`src/logic/osc_clock_pkg.sv`:
```
// constants and types shared by the clock source switch files
package osc_clock_pkg;

  // -------------------------------------------------------------------
  // register map
  // -------------------------------------------------------------------
  localparam logic [7:0] ADDR_STATUS  = 8'h36; // request and engaged bits
  localparam logic [7:0] ADDR_CONTROL = 8'h37; // source select, pin option
  localparam logic [7:0] ADDR_TRIM    = 8'h38; // internal_clock_trim

  // field positions
  localparam int STAT_ENGAGED_BIT = 0;   // ext_clock_engaged, read only
  localparam int STAT_REQUEST_BIT = 1;   // ext_clock_request
  localparam int CTRL_SRC_LSB     = 0;   // clock_source_select[1:0]
  localparam int CTRL_PIN2_BIT    = 2;   // pin2_clock_out_enable

  // reset values
  localparam logic [7:0] TRIM_RESET = 8'h80;
  localparam logic [1:0] SRC_RESET  = 2'h0;

  // clock_source_select encodings
  localparam logic [1:0] SRC_INTERNAL = 2'h0;
  localparam logic [1:0] SRC_EXT_CLK  = 2'h1;
  localparam logic [1:0] SRC_EXT_RC   = 2'h2;
  localparam logic [1:0] SRC_CRYSTAL  = 2'h3;

  // -------------------------------------------------------------------
  // timing
  // -------------------------------------------------------------------
  localparam int CORE_CLK_HZ = 40_000_000;  // core_clk rate
  localparam int INT_OSC_HZ  = 4_000_000;   // nominal internal oscillator
  localparam int INT_HALF_CYCLES = CORE_CLK_HZ / (2 * INT_OSC_HZ);
  localparam int EXT_EDGES_TO_CONFIRM = 2;  // external rising edges
  // trim arithmetic: one core cycle is 512 units, one trim step adds
  // INT_HALF_CYCLES units to the half period (about 0.2 percent)
  localparam logic [12:0] ACC_STEP    = 13'h0200;
  localparam logic [12:0] TRIM_OFFSET = 13'h0180; // 512 - 128

  // switch sequencer states
  typedef enum logic [2:0] {
    SW_INTERNAL,
    SW_COUNT_EDGES,
    SW_ALIGN,
    SW_STOP_INTERNAL,
    SW_EXTERNAL
  } switch_state_e;

endpackage : osc_clock_pkg

```
`src/logic/clock_edge_sync.sv`:
```
// two-stage synchroniser with rising edge detect for a sampled clock
module clock_edge_sync (
  input  wire logic core_clk,    // system clock
  input  wire logic rst_n,       // async reset, active low
  input  wire logic clk_in,      // clock level to be sampled
  output logic      level_out,   // synchronised level
  output logic      rise_out     // one-cycle pulse on rising edge
);

  // -------------------------------------------------------------------
  // state
  // -------------------------------------------------------------------
  typedef struct packed {
    logic stage1;
    logic stage2;
    logic prev;
  } sync_s;

  sync_s sync_ff;
  sync_s nxt_sync;

  // first stage feeds only the second
  always_comb begin
    nxt_sync        = sync_ff;
    nxt_sync.stage1 = clk_in;
    nxt_sync.stage2 = sync_ff.stage1;
    nxt_sync.prev   = sync_ff.stage2;
  end

  // register the state
  always_ff @(posedge core_clk or negedge rst_n) begin
    if (!rst_n) begin
      sync_ff <= '0;
    end else begin
      sync_ff <= nxt_sync;
    end
  end

  assign level_out = sync_ff.stage2;
  assign rise_out  = sync_ff.stage2 & ~sync_ff.prev;

endmodule : clock_edge_sync

```
`src/logic/osc_clock_source_switch.sv`:
```
// oscillator clock source selection, switchover and clock derivation
//
// What this block does
// - eight-bit trim moves internal period +127/-128 steps; larger is slower
// - reset loads trim register with midpoint 0x80
// - select 00 internal, 01 external clock, 10 RC, 11 crystal
// - external source makes pin one clock input; crystal drives pin two
// - after request, wait two external rising edges before switching
// - switch internal to external while both clocks are low; low phase lasts one cycle or more
// - set engaged status first, then stop internal oscillator
// - internal oscillator returns only on reset; no fallback
// - quad-rate output is the selected source clock itself
// - second output runs at half the quad-rate clock
// - pin two: crystal amp out, ext port I/O, else enable bit picks
// - integration unit enable starts or stops the internal oscillator and the quad-rate clock
// - wait mode leaves both output clocks running
// - stop mode halts the internal oscillator and both derived clocks
// - break state keeps both output clocks running
// - internal oscillator nominally 4.0 MHz, trimmed by trim register
// - reset selects the internal oscillator
// - reset forces the request bit low
// - engaged status is read only, 1 while external clock drives
//
// Decided for this implementation: the address-and-strobe port.
module osc_clock_source_switch #(
  parameter int HALF_CYCLES   = osc_clock_pkg::INT_HALF_CYCLES, // nominal
  parameter int CONFIRM_EDGES = osc_clock_pkg::EXT_EDGES_TO_CONFIRM
) (
  input  wire logic       core_clk,            // 40 MHz system clock
  input  wire logic       rst_n,               // async reset, active low
  input  wire logic [7:0] reg_addr,            // register address
  input  wire logic [7:0] reg_wdata,           // register write data
  input  wire logic       reg_wr,              // write strobe
  input  wire logic       reg_rd,              // read strobe
  output logic      [7:0] reg_rdata,           // read data, next cycle
  input  wire logic       osc_enable_from_integration, // source enable
  input  wire logic       clock_input_pin,     // external clock level
  input  wire logic       crystal_clock,       // crystal amplifier clock
  input  wire logic       rc_clock,            // rc oscillator clock
  input  wire logic       port_bit_four_out,   // port data for pin two
  input  wire logic       port_bit_four_oe,    // port drive for pin two
  output logic            clock_aux_pin_out,   // pin two output level
  output logic            clock_aux_pin_oe,    // pin two output enable
  output logic            clock_input_mode,    // pin one is a clock input
  output logic            quad_rate_clock,     // selected source clock
  output logic            double_rate_clock,   // half of quad rate
  output logic            internal_osc_clock,  // internal oscillator
  output logic            internal_osc_run,    // internal osc enabled
  output logic            ext_clock_engaged    // external drives clock
);
  import osc_clock_pkg::*;

  // -------------------------------------------------------------------
  // elaboration checks
  // -------------------------------------------------------------------
  if (HALF_CYCLES < 2 || HALF_CYCLES > 6) begin : g_bad_half
    $error("HALF_CYCLES must lie in 2..6");
  end
  if (CONFIRM_EDGES < 1 || CONFIRM_EDGES > 3) begin : g_bad_edges
    $error("CONFIRM_EDGES must lie in 1..3");
  end

  localparam logic [12:0] HALF_W  = 13'(HALF_CYCLES);
  localparam logic [1:0]  EDGES_W = 2'(CONFIRM_EDGES);

  // -------------------------------------------------------------------
  // state
  // -------------------------------------------------------------------
  typedef struct packed {
    logic [7:0]    trim;        // internal_clock_trim
    logic [1:0]    src_sel;     // clock_source_select
    logic          pin2_en;     // pin2_clock_out_enable
    logic          request;     // ext_clock_request
    logic          engaged;     // ext_clock_engaged
    logic          int_run;     // internal oscillator enabled
    logic [12:0]   acc;         // internal period accumulator
    logic          int_clk;     // internal oscillator level
    switch_state_e sw;          // switch sequencer
    logic [1:0]    edges;       // confirmed external edges
    logic          quad;        // quad-rate clock
    logic          dbl;         // double-rate clock
    logic          aux_out;     // pin two level
    logic          aux_oe;      // pin two drive
    logic          pin1_clk;    // pin one clock input mode
    logic [7:0]    rdata;       // read data
  } osc_s;

  localparam osc_s RST_STATE = '{
    trim:     TRIM_RESET,
    src_sel:  SRC_RESET,
    pin2_en:  1'b0,
    request:  1'b0,
    engaged:  1'b0,
    int_run:  1'b1,
    acc:      13'h0000,
    int_clk:  1'b0,
    sw:       SW_INTERNAL,
    edges:    2'h0,
    quad:     1'b0,
    dbl:      1'b0,
    aux_out:  1'b0,
    aux_oe:   1'b0,
    pin1_clk: 1'b0,
    rdata:    8'h00
  };

  osc_s st_ff;
  osc_s nxt_st;

  // -------------------------------------------------------------------
  // external source sampling
  // -------------------------------------------------------------------
  logic ext_src_clk;
  logic ext_level;
  logic ext_rise;

  // pick the external source clock by mode
  always_comb begin
    case (st_ff.src_sel)
      SRC_EXT_CLK: ext_src_clk = clock_input_pin;
      SRC_EXT_RC:  ext_src_clk = rc_clock;
      SRC_CRYSTAL: ext_src_clk = crystal_clock;
      default:     ext_src_clk = 1'b0;
    endcase
  end

  clock_edge_sync u_ext_sync (
    .core_clk  (core_clk),
    .rst_n     (rst_n),
    .clk_in    (ext_src_clk),
    .level_out (ext_level),
    .rise_out  (ext_rise)
  );

  // -------------------------------------------------------------------
  // next state
  // -------------------------------------------------------------------
  logic [12:0] half_thr;
  logic [12:0] acc_sum;
  logic        sel_clk;
  logic        src_locked;

  always_comb begin
    nxt_st = st_ff;

    // larger trim gives a longer half period
    half_thr = HALF_W * (TRIM_OFFSET + {5'h00, st_ff.trim});
    acc_sum  = st_ff.acc + ACC_STEP;

    // source choice is frozen once a switch is under way
    src_locked = st_ff.request | st_ff.engaged;

    // register writes
    if (reg_wr) begin
      case (reg_addr)
        ADDR_TRIM: begin
          nxt_st.trim = reg_wdata;
        end
        ADDR_STATUS: begin
          // engaged bit ignores writes
          nxt_st.request = reg_wdata[STAT_REQUEST_BIT];
        end
        ADDR_CONTROL: begin
          if (!src_locked) begin
            nxt_st.src_sel = reg_wdata[CTRL_SRC_LSB +: 2];
          end
          nxt_st.pin2_en = reg_wdata[CTRL_PIN2_BIT];
        end
        default: begin
        end
      endcase
    end

    // register reads, data one cycle later, unmapped reads zero
    nxt_st.rdata = 8'h00;
    if (reg_rd) begin
      case (reg_addr)
        ADDR_TRIM: begin
          nxt_st.rdata = st_ff.trim;
        end
        ADDR_STATUS: begin
          nxt_st.rdata[STAT_REQUEST_BIT] = st_ff.request;
          nxt_st.rdata[STAT_ENGAGED_BIT] = st_ff.engaged;
        end
        ADDR_CONTROL: begin
          nxt_st.rdata[CTRL_SRC_LSB +: 2] = st_ff.src_sel;
          nxt_st.rdata[CTRL_PIN2_BIT]     = st_ff.pin2_en;
        end
        default: begin
        end
      endcase
    end

    // internal oscillator, frozen when disabled, held low when stopped
    if (st_ff.int_run && osc_enable_from_integration) begin
      if (acc_sum >= half_thr) begin
        nxt_st.acc     = acc_sum - half_thr;
        nxt_st.int_clk = ~st_ff.int_clk;
      end else begin
        nxt_st.acc = acc_sum;
      end
    end
    if (!st_ff.int_run) begin
      nxt_st.int_clk = 1'b0;
    end

    // switch sequencer
    case (st_ff.sw)
      SW_INTERNAL: begin
        nxt_st.edges = 2'h0;
        if (st_ff.request && st_ff.src_sel != SRC_INTERNAL) begin
          nxt_st.sw = SW_COUNT_EDGES;
        end
      end
      SW_COUNT_EDGES: begin
        // confirm the external clock is alive
        if (!st_ff.request) begin
          nxt_st.sw = SW_INTERNAL;
        end else if (ext_rise) begin
          nxt_st.edges = st_ff.edges + 2'h1;
          if (st_ff.edges == EDGES_W - 2'h1) begin
            nxt_st.sw = SW_ALIGN;
          end
        end
      end
      SW_ALIGN: begin
        // hand over only while both clocks are low
        if (!st_ff.request) begin
          nxt_st.sw = SW_INTERNAL;
        end else if (!st_ff.int_clk && !ext_level) begin
          nxt_st.engaged = 1'b1;
          nxt_st.sw      = SW_STOP_INTERNAL;
        end
      end
      SW_STOP_INTERNAL: begin
        // internal oscillator stops a cycle after engaged is set
        nxt_st.int_run = 1'b0;
        nxt_st.sw      = SW_EXTERNAL;
      end
      SW_EXTERNAL: begin
        // no way back except reset, even if the clock dies
        nxt_st.int_run = 1'b0;
      end
      default: begin
        nxt_st.sw = SW_INTERNAL;
      end
    endcase

    // quad-rate clock follows the active source; wait and break
    // have no effect here so both clocks keep running
    sel_clk = st_ff.engaged ? ext_level : st_ff.int_clk;
    if (osc_enable_from_integration) begin
      nxt_st.quad = sel_clk;
    end else begin
      nxt_st.quad = 1'b0;
    end

    // double-rate clock toggles on each quad-rate rising edge
    nxt_st.dbl = st_ff.dbl ^ (nxt_st.quad & ~st_ff.quad);

    // pin one becomes a clock input for any external choice
    nxt_st.pin1_clk = (st_ff.src_sel != SRC_INTERNAL);

    // pin two function by source
    case (st_ff.src_sel)
      SRC_CRYSTAL: begin
        nxt_st.aux_out = ~clock_input_pin;
        nxt_st.aux_oe  = 1'b1;
      end
      SRC_EXT_CLK: begin
        nxt_st.aux_out = port_bit_four_out;
        nxt_st.aux_oe  = port_bit_four_oe;
      end
      default: begin
        if (st_ff.pin2_en) begin
          nxt_st.aux_out = nxt_st.quad;
          nxt_st.aux_oe  = 1'b1;
        end else begin
          nxt_st.aux_out = port_bit_four_out;
          nxt_st.aux_oe  = port_bit_four_oe;
        end
      end
    endcase
  end

  // -------------------------------------------------------------------
  // state register
  // -------------------------------------------------------------------
  // reset restores internal source, trim midpoint, no request
  always_ff @(posedge core_clk or negedge rst_n) begin
    if (!rst_n) begin
      st_ff <= RST_STATE;
    end else begin
      st_ff <= nxt_st;
    end
  end

  // -------------------------------------------------------------------
  // outputs, all from flip-flops
  // -------------------------------------------------------------------
  assign reg_rdata          = st_ff.rdata;
  assign clock_aux_pin_out  = st_ff.aux_out;
  assign clock_aux_pin_oe   = st_ff.aux_oe;
  assign clock_input_mode   = st_ff.pin1_clk;
  assign quad_rate_clock    = st_ff.quad;
  assign double_rate_clock  = st_ff.dbl;
  assign internal_osc_clock = st_ff.int_clk;
  assign internal_osc_run   = st_ff.int_run;
  assign ext_clock_engaged  = st_ff.engaged;

endmodule : osc_clock_source_switch

```
`config.mk`:
```
export PLATFORM = sky130hd
export DESIGN_NAME = osc_clock_source_switch
export DESIGN_NICKNAME = d
export VERILOG_FILES = /design/src/logic/osc_clock_pkg.sv /design/src/logic/clock_edge_sync.sv /design/src/logic/osc_clock_source_switch.sv
export SDC_FILE = /design/constraint.sdc
export NUM_CORES = 1
export LEC_CHECK = 0
export ABC_CLOCK_PERIOD_IN_PS = 7400
export BUFFER_PORTS_ARGS = -buffer_cell sky130_fd_sc_hd__buf_2
export CORE_ASPECT_RATIO = 0.6
export CORE_MARGIN = 2
export CORE_UTILIZATION = 45
export CTS_CLUSTER_DIAMETER = 100
export DETAILED_ROUTE_END_ITERATION = 12
export PLACE_DENSITY_LB_ADDON = 0.2
export RECOVER_POWER = 50
export SLEW_MARGIN = 20
export SYNTH_ARGS = -nofsm -noshare
export SYNTH_HDL_FRONTEND = slang
export SYNTH_SLANG_ARGS = --single-unit
export TNS_END_PERCENT = 10
```
`constraint.sdc`:
```
create_clock -name core_clk -period 7.4 [get_ports core_clk]
set_clock_uncertainty 0.15 [all_clocks]
set_input_delay 0.74 -clock core_clk [delete_from_list [all_inputs] [get_ports core_clk]]
set_output_delay 0.74 -clock core_clk [all_outputs]
set_load 0.1 [all_outputs]
```
# After elaboration in Yosys (flattened, before gate mapping)

Cells that the tools add are included.

Flip-flop bits (word level): 49
Input bits: 26
Output and inout bits: 16
Logic and storage cells: 93

$add $sub $neg: 4
Multipliers: 1
$lt $le $gt $ge: 1
Eq/ne operators: 19
Muxes and demuxes: 22
Bitwise operators: 10
Reduce and logical (&&, ||, !) cells: 17

Operators by type and width:

| cell                                              | number |
|---|---|
| == test 8 x 6 -> 1 bit, second input constant     | 3 |
| two-way mux 3 bit                                 | 5 |
| one-hot mux 3 bit (5 select lines)                | 1 |
| adder 13 x 10 -> 13 bit, second input constant    | 1 |
| greater-or-equal comparator 13 bit                | 1 |
| multiplier 3 x 10 -> 13 bit, first input constant | 1 |
| two-way mux 13 bit                                | 1 |
| subtractor 13 bit                                 | 1 |
| adder 9 x 8 -> 10 bit, first input constant       | 1 |
| two-way mux 5 bit                                 | 2 |
| inequality test 3 bit, second input constant      | 3 |
| AND reduction 3 bit                               | 3 |
| two-way mux 8 bit                                 | 1 |
| one-hot mux 2 bit (2 select lines)                | 2 |
| AND reduction 2 bit                               | 4 |
| == test 3 x 2 -> 1 bit, second input constant     | 2 |
| inequality test 2 bit, second input constant      | 3 |
| NOT 1 bit                                         | 6 |
| one-hot mux 2 bit (3 select lines)                | 1 |
| two-way mux 1 bit                                 | 5 |
| AND reduction 5 bit                               | 1 |
| == test 2 x 1 -> 1 bit, second input constant     | 2 |
| == test 2 bit, second input constant              | 2 |
| two-way mux 2 bit                                 | 2 |
| other kinds (14)                                  | 20 |

# Depth between registers and ports, before layout

Gate-level depths: netlist (run 1).

Word-level depth: 6
Mapped depth: 16
Depth with buffers taken out: 16

# By module

A second synthesis (run 1) with hierarchy kept.

Cells, all modules: 302
Area total of the unflattened synthesis: 3223.1 µm²

By module, submodules not included:

| module                  | instances | cells an instance | area each (µm²) |
|---|---|---|---|
| osc_clock_source_switch | 1         | 298               | 3134.3 |
| clock_edge_sync         | 1         | 4                 | 88.8 |

# Worst setup path before layout (run 1)

No wires, ideal clock.

Path type: reg2reg
Start point: reg st_ff[41] (netlist bit)
End point: reg st_ff[20] (netlist bit)
Setup time: 0.125 ns
Data arrival time: 3.853 ns
Data required time: 7.125 ns
Setup slack: 3.272 ns
Cell stages (with the launch flop): 17
Path buffers: 0
Period minus slack after synthesis: 4.128 ns
Path through: dfrtp_1 -> ha_1 -> ha_1 -> fa_1 -> a21oi_1 -> o21bai_1 -> a21oi_1 -> o21bai_1 -> a21oi_1 -> xnor2_1 -> ha_1 -> nand2_1 -> nor4_1 -> or4_4 -> a211oi_4 -> nand2b_4 -> mux2_4

Word-level cells in the longest chain between the ends: 4

RTL lines:

| element                            | RTL line                       | text |
|---|---|---|
| from (decl)                        | osc_clock_source_switch.sv:107 | `osc_s st_ff;` |
| from (signal assigned)             | osc_clock_source_switch.sv:294 | `st_ff <= nxt_st;` |
| adder 9 x 8 -> 10 bit              | osc_clock_source_switch.sv:147 | `half_thr = HALF_W * (TRIM_OFFSET + {5'h00, st_ff.trim});` |
| multiplier 3 x 10 -> 13 bit        | osc_clock_source_switch.sv:147 |  |
| greater-or-equal comparator 13 bit | osc_clock_source_switch.sv:196 | `if (acc_sum >= half_thr) begin` |
| two-way mux 13 bit                 | osc_clock_source_switch.sv:196 |  |

Every way passes these cells.
A chain may end at the register's enable or synchronous reset.

# Final worst setup path (run 1)

Ends and elaborated chain as after synthesis.

==> impl_metrics.toml, run 1 <==
[power_and_ir_drop]
p_leak_nw = 1.79
clock_power_share_pct = 35.2
power_density_nw_per_um2 = 177
peakVddDrop_mv = 0.113
power.switching_w = 0.000179
p_comb_share_pct = 20.0
swShare_pct = 28.5
intPower_w = 0.000448
p_seq_share_pct = 44.9

[clock_tree]
cts_resized = 0
cts_hold_buffers = 0
cts_tree = "built"
cts-htree-levels = 2
post_cts_buffers = 0
cts_buffer_depth = 2
cts_sinks = 49
clockRootBuffer = "clkbuf_16"
clk_pin_slew_worst_paths_ns = 0.07
numCtsBuffers = 5
clk_latency_ns = 0.28

[routing]
drtIter0Drc = 126
wl_per_cell_um = 14.8
via_count = 2317
wl_met1_mm = 3.47
drc = 0
via_per_inst = 5.40
topRoutingLayerUsed = "met4"
wl_met2_mm = 2.60
wl_mm = 6.37
ant_nets = 0
dr_wl_met3_um = 270
firstDrtPassIters = 4

[timing]
rsz0062_at_grt = "no"
finalHoldViolCount = 0
drv_slew = 50
fin_crit_ns = 4.53
min_period_over_period_pct = 61.2
clock.fmax_ghz = 0.221
fin_setup_tns_ns = 0
relSlewSlack_pct = -75.2
setup_viol = 0
worst_pin_slew_ns = 2.63
setup_ws_ns = 2.87

[grt]
grt_util_all_layers_pct = 17.6
grt_overflow = 0
grt_pass1_vias = 2206
antenna_found_initial = 0
grt_max_degree = 50
grt_pass1_wl_mm = 10.7

[synth]
synth_seq_area_share_pct = 39.2
synth_edf_count = 0
synthCells = 300
async_reset_ff_share_pct = 100
synthFlopType = "dfrtp_1"
ys_warn_count = 0
yosysTopAreaCell = "dfrtp_1"
ys_seq_elements = 49
synthesis.nets = 359
synth.distinct_cells = 54
avgSynthCellArea_um2 = 10.5
synthTopCellsByArea = "dfrtp_1, ha_1, mux2_2"
syn-cell-area_um2 = 3140
synth_top_area_share_pct = 37.5

[run_status]
violations = "capacitance limit, slew limit"
status = "finished, violations left"

[worst_setup_path]
worst_setup_path_start_kind = "flop"
critical_path.slowest_cell = "or4_4"
cp.arrival_ns = 4.55
end_kind = "flop"
cp_top_family = "adder cells"
critPathMaxStageDelay_ns = 0.53
path_cells = "ha_1 > ha_1 > fa_1 > a21oi_1 > o21bai_1 > a21oi_1 > o21bai_1 > a21oi_1 > xnor2_1 > ha_1 > nand2_1 > nor4_1 > or4_4 > a211oi_4 > nand2b_4 > mux2_4"
critical_path_required_ns = 7.42
worstSetupPathType = "flop to flop"
cp.buffers_inverters = 0
crit_path_max_fanout = 8

[finish]
drive_gt1_share_pct = 23.7
stdcell_area_um2 = 3530
nets = 400
n_antenna_cell = 0
syn_to_final_growth_pct = 12.7

[floorplan]
die_y_um = 68.7
num_rows = 23
core_um2 = 6710
initial_core_util_pct = 46.8
dieArea_um2 = 7670
die_x_um = 112
io_pins = 42

[worst_hold_path]
hold_class = "flop to flop"

[placed_design]
postPlaceCellArea_um2 = 3400
pre_cts_ws_ns = 2.90
dpl.hpwl_mm = 4.88
gp_congestion = 0.843
io_buffers = 41

[flow_run]
maxCapViolations = 1
[worst register-to-register path: cells and delay by family (launching register included)]
kind / cells / cell delay, ns
compound gates: 6 / 1.15
xor+xnor: 1 / 0.21
simple gates: 4 / 0.94
flops: 1 / 0.42
fa+ha+maj: 4 / 1.26
mux: 1 / 0.30
[power by group through the flow]
stage               Clock, W  Sequential, W  Combinational (W)
floorplan                  0       0.000297          0.0000795
global placement           0       0.000286           0.000124
detailed placement         0       0.000286           0.000125
CTS                 0.000228       0.000281           0.000126
global route        0.000238       0.000282           0.000141
finish              0.000220       0.000281           0.000125
[path summary, 6_finish.rpt]
path	startpoint	to	slack, ns	cells after the start
min in group asynchronous	rst_n	st_ff[29]	1.22	2
max reg2reg	st_ff[41]	st_ff[20]	2.87	16
max in group asynchronous	rst_n	reg_rdata[4]	4.38	2
max	st_ff[41]	st_ff[20]	2.87	16
min reg2reg	u_ext_sync.nxt_sync[1]	u_ext_sync.level_out	0.20	0
min	u_ext_sync.nxt_sync[1]	u_ext_sync.level_out	0.20	0
[kinds of logic (layout without fill, tap and decap cells)]
logic type,after synthesis,after routing,share of synthesized area [%]
flops,49,49,39.2
simple gates,78,78,13.3
buf+inv,28,70,4.35
compound gates,68,68,14.4
mux,23,23,8.98
fa+ha+maj,33,33,13.9
xor+xnor,21,21,5.87
[cell type report]
type | instances | area [µm²]
well taps | 87 | 109
repair buffers | 43 | 216
clock inverters | 2 | 10.0
clock buffers | 6 | 129
flip-flops and latches | 49 | 1230
multi-input cells | 223 | 1770
inverters | 19 | 71.3
fillers | 600 | 3170
[cell usage after synthesis, types with 5 or more instances]
library cell / count
nand2_1: 22
nand3_1: 7
buf_4: 8
mux2_4: 7
a21o_1: 5
nor2b_1: 7
dfrtp_1: 47
mux2_2: 13
xor2_1: 7
inv_1: 19
nor2_1: 12
o21bai_1: 6
a21oi_1: 21
ha_1: 30
and3_1: 6
xnor2_1: 14
o21ai_0: 13
[placed cells by master, fill, tap and decap left out, types with 2 or more instances in the layout]
master      n
a21o_1      5
a21oi_1    21
a31oi_1     4
and2_1      2
and3_1      6
buf_2      41
clkbuf_1    2
clkbuf_16   5
clkinv_2    2
dfrtp_1    47
dfstp_2     2
fa_1        3
ha_1       30
inv_1      19
mux2_2     13
mux2_4      7
mux2i_1     3
nand2_1    22
nand2b_1    2
nand3_1     7
nand4_1     3
nor2_1     12
nor2b_1     7
nor3_1      3
nor4_1      2
o211ai_1    2
o21ai_0    13
o21bai_1    6
or2_2       4
xnor2_1    14
xor2_1      7
[state kept, by name, summed over array words and instances, names as in the netlist]
| signal | cells |
|---|---|
| st_ff | 30 |
| reg_rdata | 8 |
| clock_aux_pin_oe | 1 |
| clock_aux_pin_out | 1 |
| clock_input_mode | 1 |
| double_rate_clock | 1 |
| ext_clock_engaged | 1 |
| internal_osc_clock | 1 |
| internal_osc_run | 1 |
| quad_rate_clock | 1 |
| u_ext_sync.level_out | 1 |
| u_ext_sync.nxt_sync | 1 |
| u_ext_sync.sync_ff | 1 |
[per-layer routing]
layer  vias to the layer above  track usage (%)
met4                         0             2.78
met2                        45             25.7
met5                         -                0
met3                         5             4.28
met1                      1116             26.8
li1                       1151                -
[stage by stage]
stage          util [%]  hold WS (ns)  cells  power (W)
2_1_floorplan         -         0.181    300   0.000376
3_3_place_gp       50.7         0.186    421   0.000410
3_5_place_dp       50.7         0.191    421   0.000411
4_1_cts            52.8         0.207    429   0.000635
5_1_grt            52.7         0.207    429   0.000661
6_report           52.7         0.204    429   0.000627
(Power assumes the default switching activity.)
==> run 2: changes to the inputs <==
Settings changed: ABC_CLOCK_PERIOD_IN_PS 7400 to 4400.
Clock period 7.4 ns to 4.4 ns, I/O delays scaled along.
==> run 2 against run 1 <==
Net effect: the flow still finishes with violations (capacitance limit, slew limit); clock power rose by 83%; sequential share of layout area decreased by 0.47 points; clock-buffer cell count up 1; cell count is 0.47% higher; worst hold slack worse by 0.0028 ns; maximum frequency rose by 5.4%; combinational power increased by 77%; die area unchanged.
==> impl_metrics.toml, run 2 (synthesized netlist as in run 1, its figures left out) <==
[run_status]
status = "finished, violations left"
violations = "capacitance limit, slew limit"

[routing]
wl_mm = 6.59
firstDrtPassIters = 4
via_count = 2342
drc = 0
drtIter0Drc = 120
via_per_inst = 5.43
ant_nets = 0
wl_per_cell_um = 15.3

[flow_run]
maxCapViolations = 1

[worst_setup_path]
critical_path_required_ns = 4.42
critical_path.slowest_cell = "or4_4"
r2r_start = "st_ff[41]"
cp-startpoint = "st_ff[41]"
cp.arrival_ns = 4.32
end_kind = "flop"
path_cells = "ha_1 > ha_1 > fa_1 > a21oi_1 > o21bai_1 > a21oi_1 > o21bai_1 > xor2_1 > ha_1 > nand4_1 > nor4_1 > or4_4 > a211oi_4 > nand2b_4 > mux2_4"
worstSetupPathType = "flop to flop"
cp_top_family = "adder cells"
cp_common_cell = "ha_1"
worst_setup_path_start_kind = "flop"
cp.buffers_inverters = 0
critPathMaxStageDelay_ns = 0.52
crit_path_max_fanout = 6

[power_and_ir_drop]
power.switching_w = 0.000306
clock_power_share_pct = 36.6
peakVddDrop_mv = 0.174
swShare_pct = 27.9
p_comb_share_pct = 20.2
p_leak_nw = 1.81
p_seq_share_pct = 43.2
intPower_w = 0.000791
power_density_nw_per_um2 = 306

[grt]
antenna_found_initial = 0
grt_pass1_vias = 2130
grt_overflow = 0
grt_pass1_wl_mm = 10.7
grt_max_degree = 50
grt_util_all_layers_pct = 17.7

[floorplan]
dieArea_um2 = 7670
io_pins = 42
die_y_um = 68.7
num_rows = 23
core_um2 = 6710
die_x_um = 112
initial_core_util_pct = 46.8

[timing]
relSlewSlack_pct = -78.6
finalHoldViolCount = 0
drv_slew = 50
clock.fmax_ghz = 0.233
min_period_over_period_pct = 97.7
setup_viol = 0
rsz0062_at_grt = "yes"
setup_ws_ns = 0.102
fin_setup_tns_ns = 0
fin_crit_ns = 4.30
worst_pin_slew_ns = 2.68

[finish]
layout_commonest_cell = "dfrtp_1"
nets = 402
fill_cells = 617
top_register = "st_ff"
syn_to_final_growth_pct = 14.3
mostFrequentLayoutCells = "dfrtp_1, buf_2, ha_1"
drive_gt1_share_pct = 25.3
largest_register_ffs = 30
n_antenna_cell = 0

[clock_tree]
cts_buffer_depth = 2
cts-htree-levels = 2
cts_sinks = 49
clk_pin_slew_worst_paths_ns = 0.06
cts_hold_buffers = 0
cts_resized = 0
post_cts_buffers = 0
numCtsBuffers = 5
clk_latency_ns = 0.29
cts_tree = "built"
clockRootBuffer = "clkbuf_16"

[placed_design]
gp_congestion = 0.830
io_buffers = 41
pre_cts_ws_ns = 0.0425
dpl.hpwl_mm = 5.04

[worst_hold_path]
worstHoldStart = "u_ext_sync.nxt_sync[1]"
hold_class = "flop to flop"
run 2: cell count changes in the layout (fill, tap and decap cells not counted), sizes merged:
cell    previous run  this run
clkbuf             7         8
buf               42        44
clkinv             2         1
run 2: power groups by stage:
stage / Sequential, W / Combinational [W] / Clock [W]
finish: 0.000474 / 0.000221 / 0.000402
detailed placement: 0.000482 / 0.000217 / 0
CTS: 0.000474 / 0.000219 / 0.000413
global placement: 0.000481 / 0.000216 / 0
global route: 0.000475 / 0.000245 / 0.000430
floorplan: 0.000499 / 0.000134 / 0
run 2: routing by layer:
metal  vias up  GRT usage (%)  wire [µm]
li1       1156              -          -
met4         0           4.17         59
met2        48           22.8       2560
met3         7           4.63        291
met5         -              0          0
met1      1131           28.6       3670
run 2: worst reg2reg max path: stages (launching register included):
cell and delay (ns):
dfrtp_1 0.42, ha_1 0.31, ha_1 0.23, fa_1 0.41
a21oi_1 0.14, o21bai_1 0.10, a21oi_1 0.17, o21bai_1 0.12
xor2_1 0.25, ha_1 0.31, nand4_1 0.19, nor4_1 0.09
or4_4 0.52, a211oi_4 0.26, nand2b_4 0.22, mux2_4 0.30
run 2: through the flow:
| stage | instances | hold WS, ns | util, % | area [µm²] | power [W] |
|---|---|---|---|---|---|
| 2_1_floorplan | 300 | -0.00559 | - | 3140 | 0.000633 |
| 3_3_place_gp | 423 | 0.185 | 50.9 | 3410 | 0.000697 |
| 3_5_place_dp | 423 | 0.189 | 50.9 | 3410 | 0.000699 |
| 4_1_cts | 431 | 0.124 | 53.3 | 3570 | 0.00111 |
| 5_1_grt | 431 | 0.204 | 53.4 | 3580 | 0.00115 |
| 6_report | 431 | 0.202 | 53.4 | 3580 | 0.00110 |
run 2: cell type report:
| cell class | count | area (µm²) | area share, % |
|---|---|---|---|
| Multi-Input combinational cell | 223 | 1790 | 49.8 |
| Sequential cell | 49 | 1230 | 34.3 |
| Timing Repair Buffer | 45 | 231 | 6.46 |
| Clock buffer | 7 | 153 | 4.26 |
| Tap cell | 87 | 109 | 3.04 |
| Inverter | 19 | 71.3 | 1.99 |
| Clock inverter | 1 | 5.00 | 0.140 |
run 2: worst paths after layout:
kind,to,slack (ns),depth (start not counted)
max,st_ff[20],0.10,15
min,u_ext_sync.level_out,0.20,0
max reg2reg,st_ff[20],0.10,15
min reg2reg,u_ext_sync.level_out,0.20,0
max in group asynchronous,st_ff[26],1.64,2
min in group asynchronous,st_ff[30],0.94,2
==> run 3: changes to the inputs <==
Settings changed: MAX_ROUTING_LAYER set to met4.
==> run 3 against run 2 <==
Net effect: the flow still finishes with violations (capacitance limit, slew limit); final area unchanged; maximum frequency is essentially flat; via count shrank 0.21%; critical path depth unchanged; critical endpoint unchanged; largest power group unchanged; highest routed layer unchanged.
==> impl_metrics.toml, run 3 (synthesized netlist as in run 1, its figures left out) <==
[run_status]
status = "finished, violations left"
violations = "capacitance limit, slew limit"

[grt]
grt_overflow = 0
grt_pass1_wl_mm = 10.7
grt_pass1_vias = 2132
grt_util_all_layers_pct = 18.3
grt_max_degree = 50
antenna_found_initial = 0

[worst_setup_path]
critical_path.slowest_cell = "or4_4"
r2r_start = "st_ff[41]"
cp_top_family = "adder cells"
rr_endpoint = "st_ff[20]"
cp_common_cell = "ha_1"
worstSetupPathType = "flop to flop"
path_depth = 15
path_cells = "ha_1 > ha_1 > fa_1 > a21oi_1 > o21bai_1 > a21oi_1 > o21bai_1 > xor2_1 > ha_1 > nand4_1 > nor4_1 > or4_4 > a211oi_4 > nand2b_4 > mux2_4"
r2r_cells = 15
cp.buffers_inverters = 0
rrSetupSlack_ns = 0.10
critPathMaxStageDelay_ns = 0.52
cp.arrival_ns = 4.32
crit_path_max_fanout = 6
critical_path_required_ns = 4.42
end_kind = "flop"
worst_setup_path_start_kind = "flop"

[clock_tree]
post_cts_buffers = 0
clk_latency_ns = 0.29
numCtsBuffers = 5
cts-htree-levels = 2
clk_pin_slew_worst_paths_ns = 0.06
clockRootBuffer = "clkbuf_16"
cts_buffer_depth = 2
cts_sinks = 49
cts_tree = "built"
cts_hold_buffers = 0
cts_resized = 0

[flow_run]
maxCapViolations = 1

[routing]
drtIter0Drc = 119
via_count = 2337
wl_per_cell_um = 15.3
drc = 0
wl_mm = 6.60
ant_nets = 0
via_per_inst = 5.42
firstDrtPassIters = 4

[power_and_ir_drop]
peakVddDrop_mv = 0.174
p_leak_nw = 1.81
power_density_nw_per_um2 = 306
power.total_w = 0.00110

[finish]
multi_input_area_um2 = 1790
n_antenna_cell = 0
largest_register_ffs = 30
regArea_um2 = 1230
syn_to_final_growth_pct = 14.3
top_register = "st_ff"
utilization_pct = 53.4
drive_gt1_share_pct = 25.3
mostFrequentLayoutCells = "dfrtp_1, buf_2, ha_1"
nets = 402
layout_commonest_cell = "dfrtp_1"
fill_cells = 617

[timing]
holdWs_ns = 0.202
rsz0062_at_grt = "yes"
drv_slew = 50
min_period_over_period_pct = 97.7
clock.fmax_ghz = 0.233
worst_pin_slew_ns = 2.68
fin_crit_ns = 4.30
setup_viol = 0
finalHoldViolCount = 0
relSlewSlack_pct = -78.5

[floorplan]
io_pins = 42
die_y_um = 68.7
dieArea_um2 = 7670
core_um2 = 6710
initial_core_util_pct = 46.8
num_rows = 23
die_x_um = 112

[worst_hold_path]
worstHoldStart = "u_ext_sync.nxt_sync[1]"
hold_class = "flop to flop"
hold_depth = 0
hold_end = "u_ext_sync.level_out"

[placed_design]
io_buffers = 41
gp_congestion = 0.843
dpl.hpwl_mm = 5.04
## run 3: cell counts in the layout (fill, tap and decap cells not counted)
Identical to the previous run, type by type.
## run 3: stage by stage
stage               TNS [ns]  instance area [µm²]  setup WS (ns)  cells
floorplan                  0                 3140          0.272    300
global placement           0                 3410          0.166    423
detailed placement         0                 3410         0.0425    423
CTS                        0                 3570         0.0260    431
global route         -0.0734                 3580        -0.0402    431
finish                     0                 3580          0.103    431
## run 3: cell type report
cell class / instances / area share (%)
Tap cell: 87 / 3.04
Clock inverter: 1 / 0.140
Inverter: 19 / 1.99
Clock buffer: 7 / 4.26
Multi-Input combinational cell: 223 / 49.8
Sequential cell: 49 / 34.3
Timing Repair Buffer: 45 / 6.46
## run 3: how the worst max path moves through the flow
| stage | to | from | slack [ns] |
|---|---|---|---|
| 6_report | st_ff[20] | st_ff[41] | 0.10 |
| 4_1_cts | st_ff[20] | st_ff[41] | 0.03 |
| 3_3_place_gp | st_ff[20] | st_ff[41] | 0.17 |
| 5_1_grt | st_ff[20] | st_ff[41] | -0.04 |
| 3_5_place_dp | st_ff[20] | st_ff[41] | 0.04 |
| 2_1_floorplan | st_ff[20] | st_ff[41] | 0.27 |
## run 3: power breakdown
part / leakage, nW / internal [W] / switching [W]
clock network: 0.0799 / 0.000241 / 0.000160
logic: 1.08 / 0.0000878 / 0.000134
registers: 0.658 / 0.000462 / 0.0000114
## run 3: layer usage
layer,track usage [%],up-vias,wire length (µm)
met1,28.8,1133,3710
met2,22.8,42,2550
met4,4.17,0,59
li1,-,1155,-
met5,-,-,0
met3,4.28,7,273
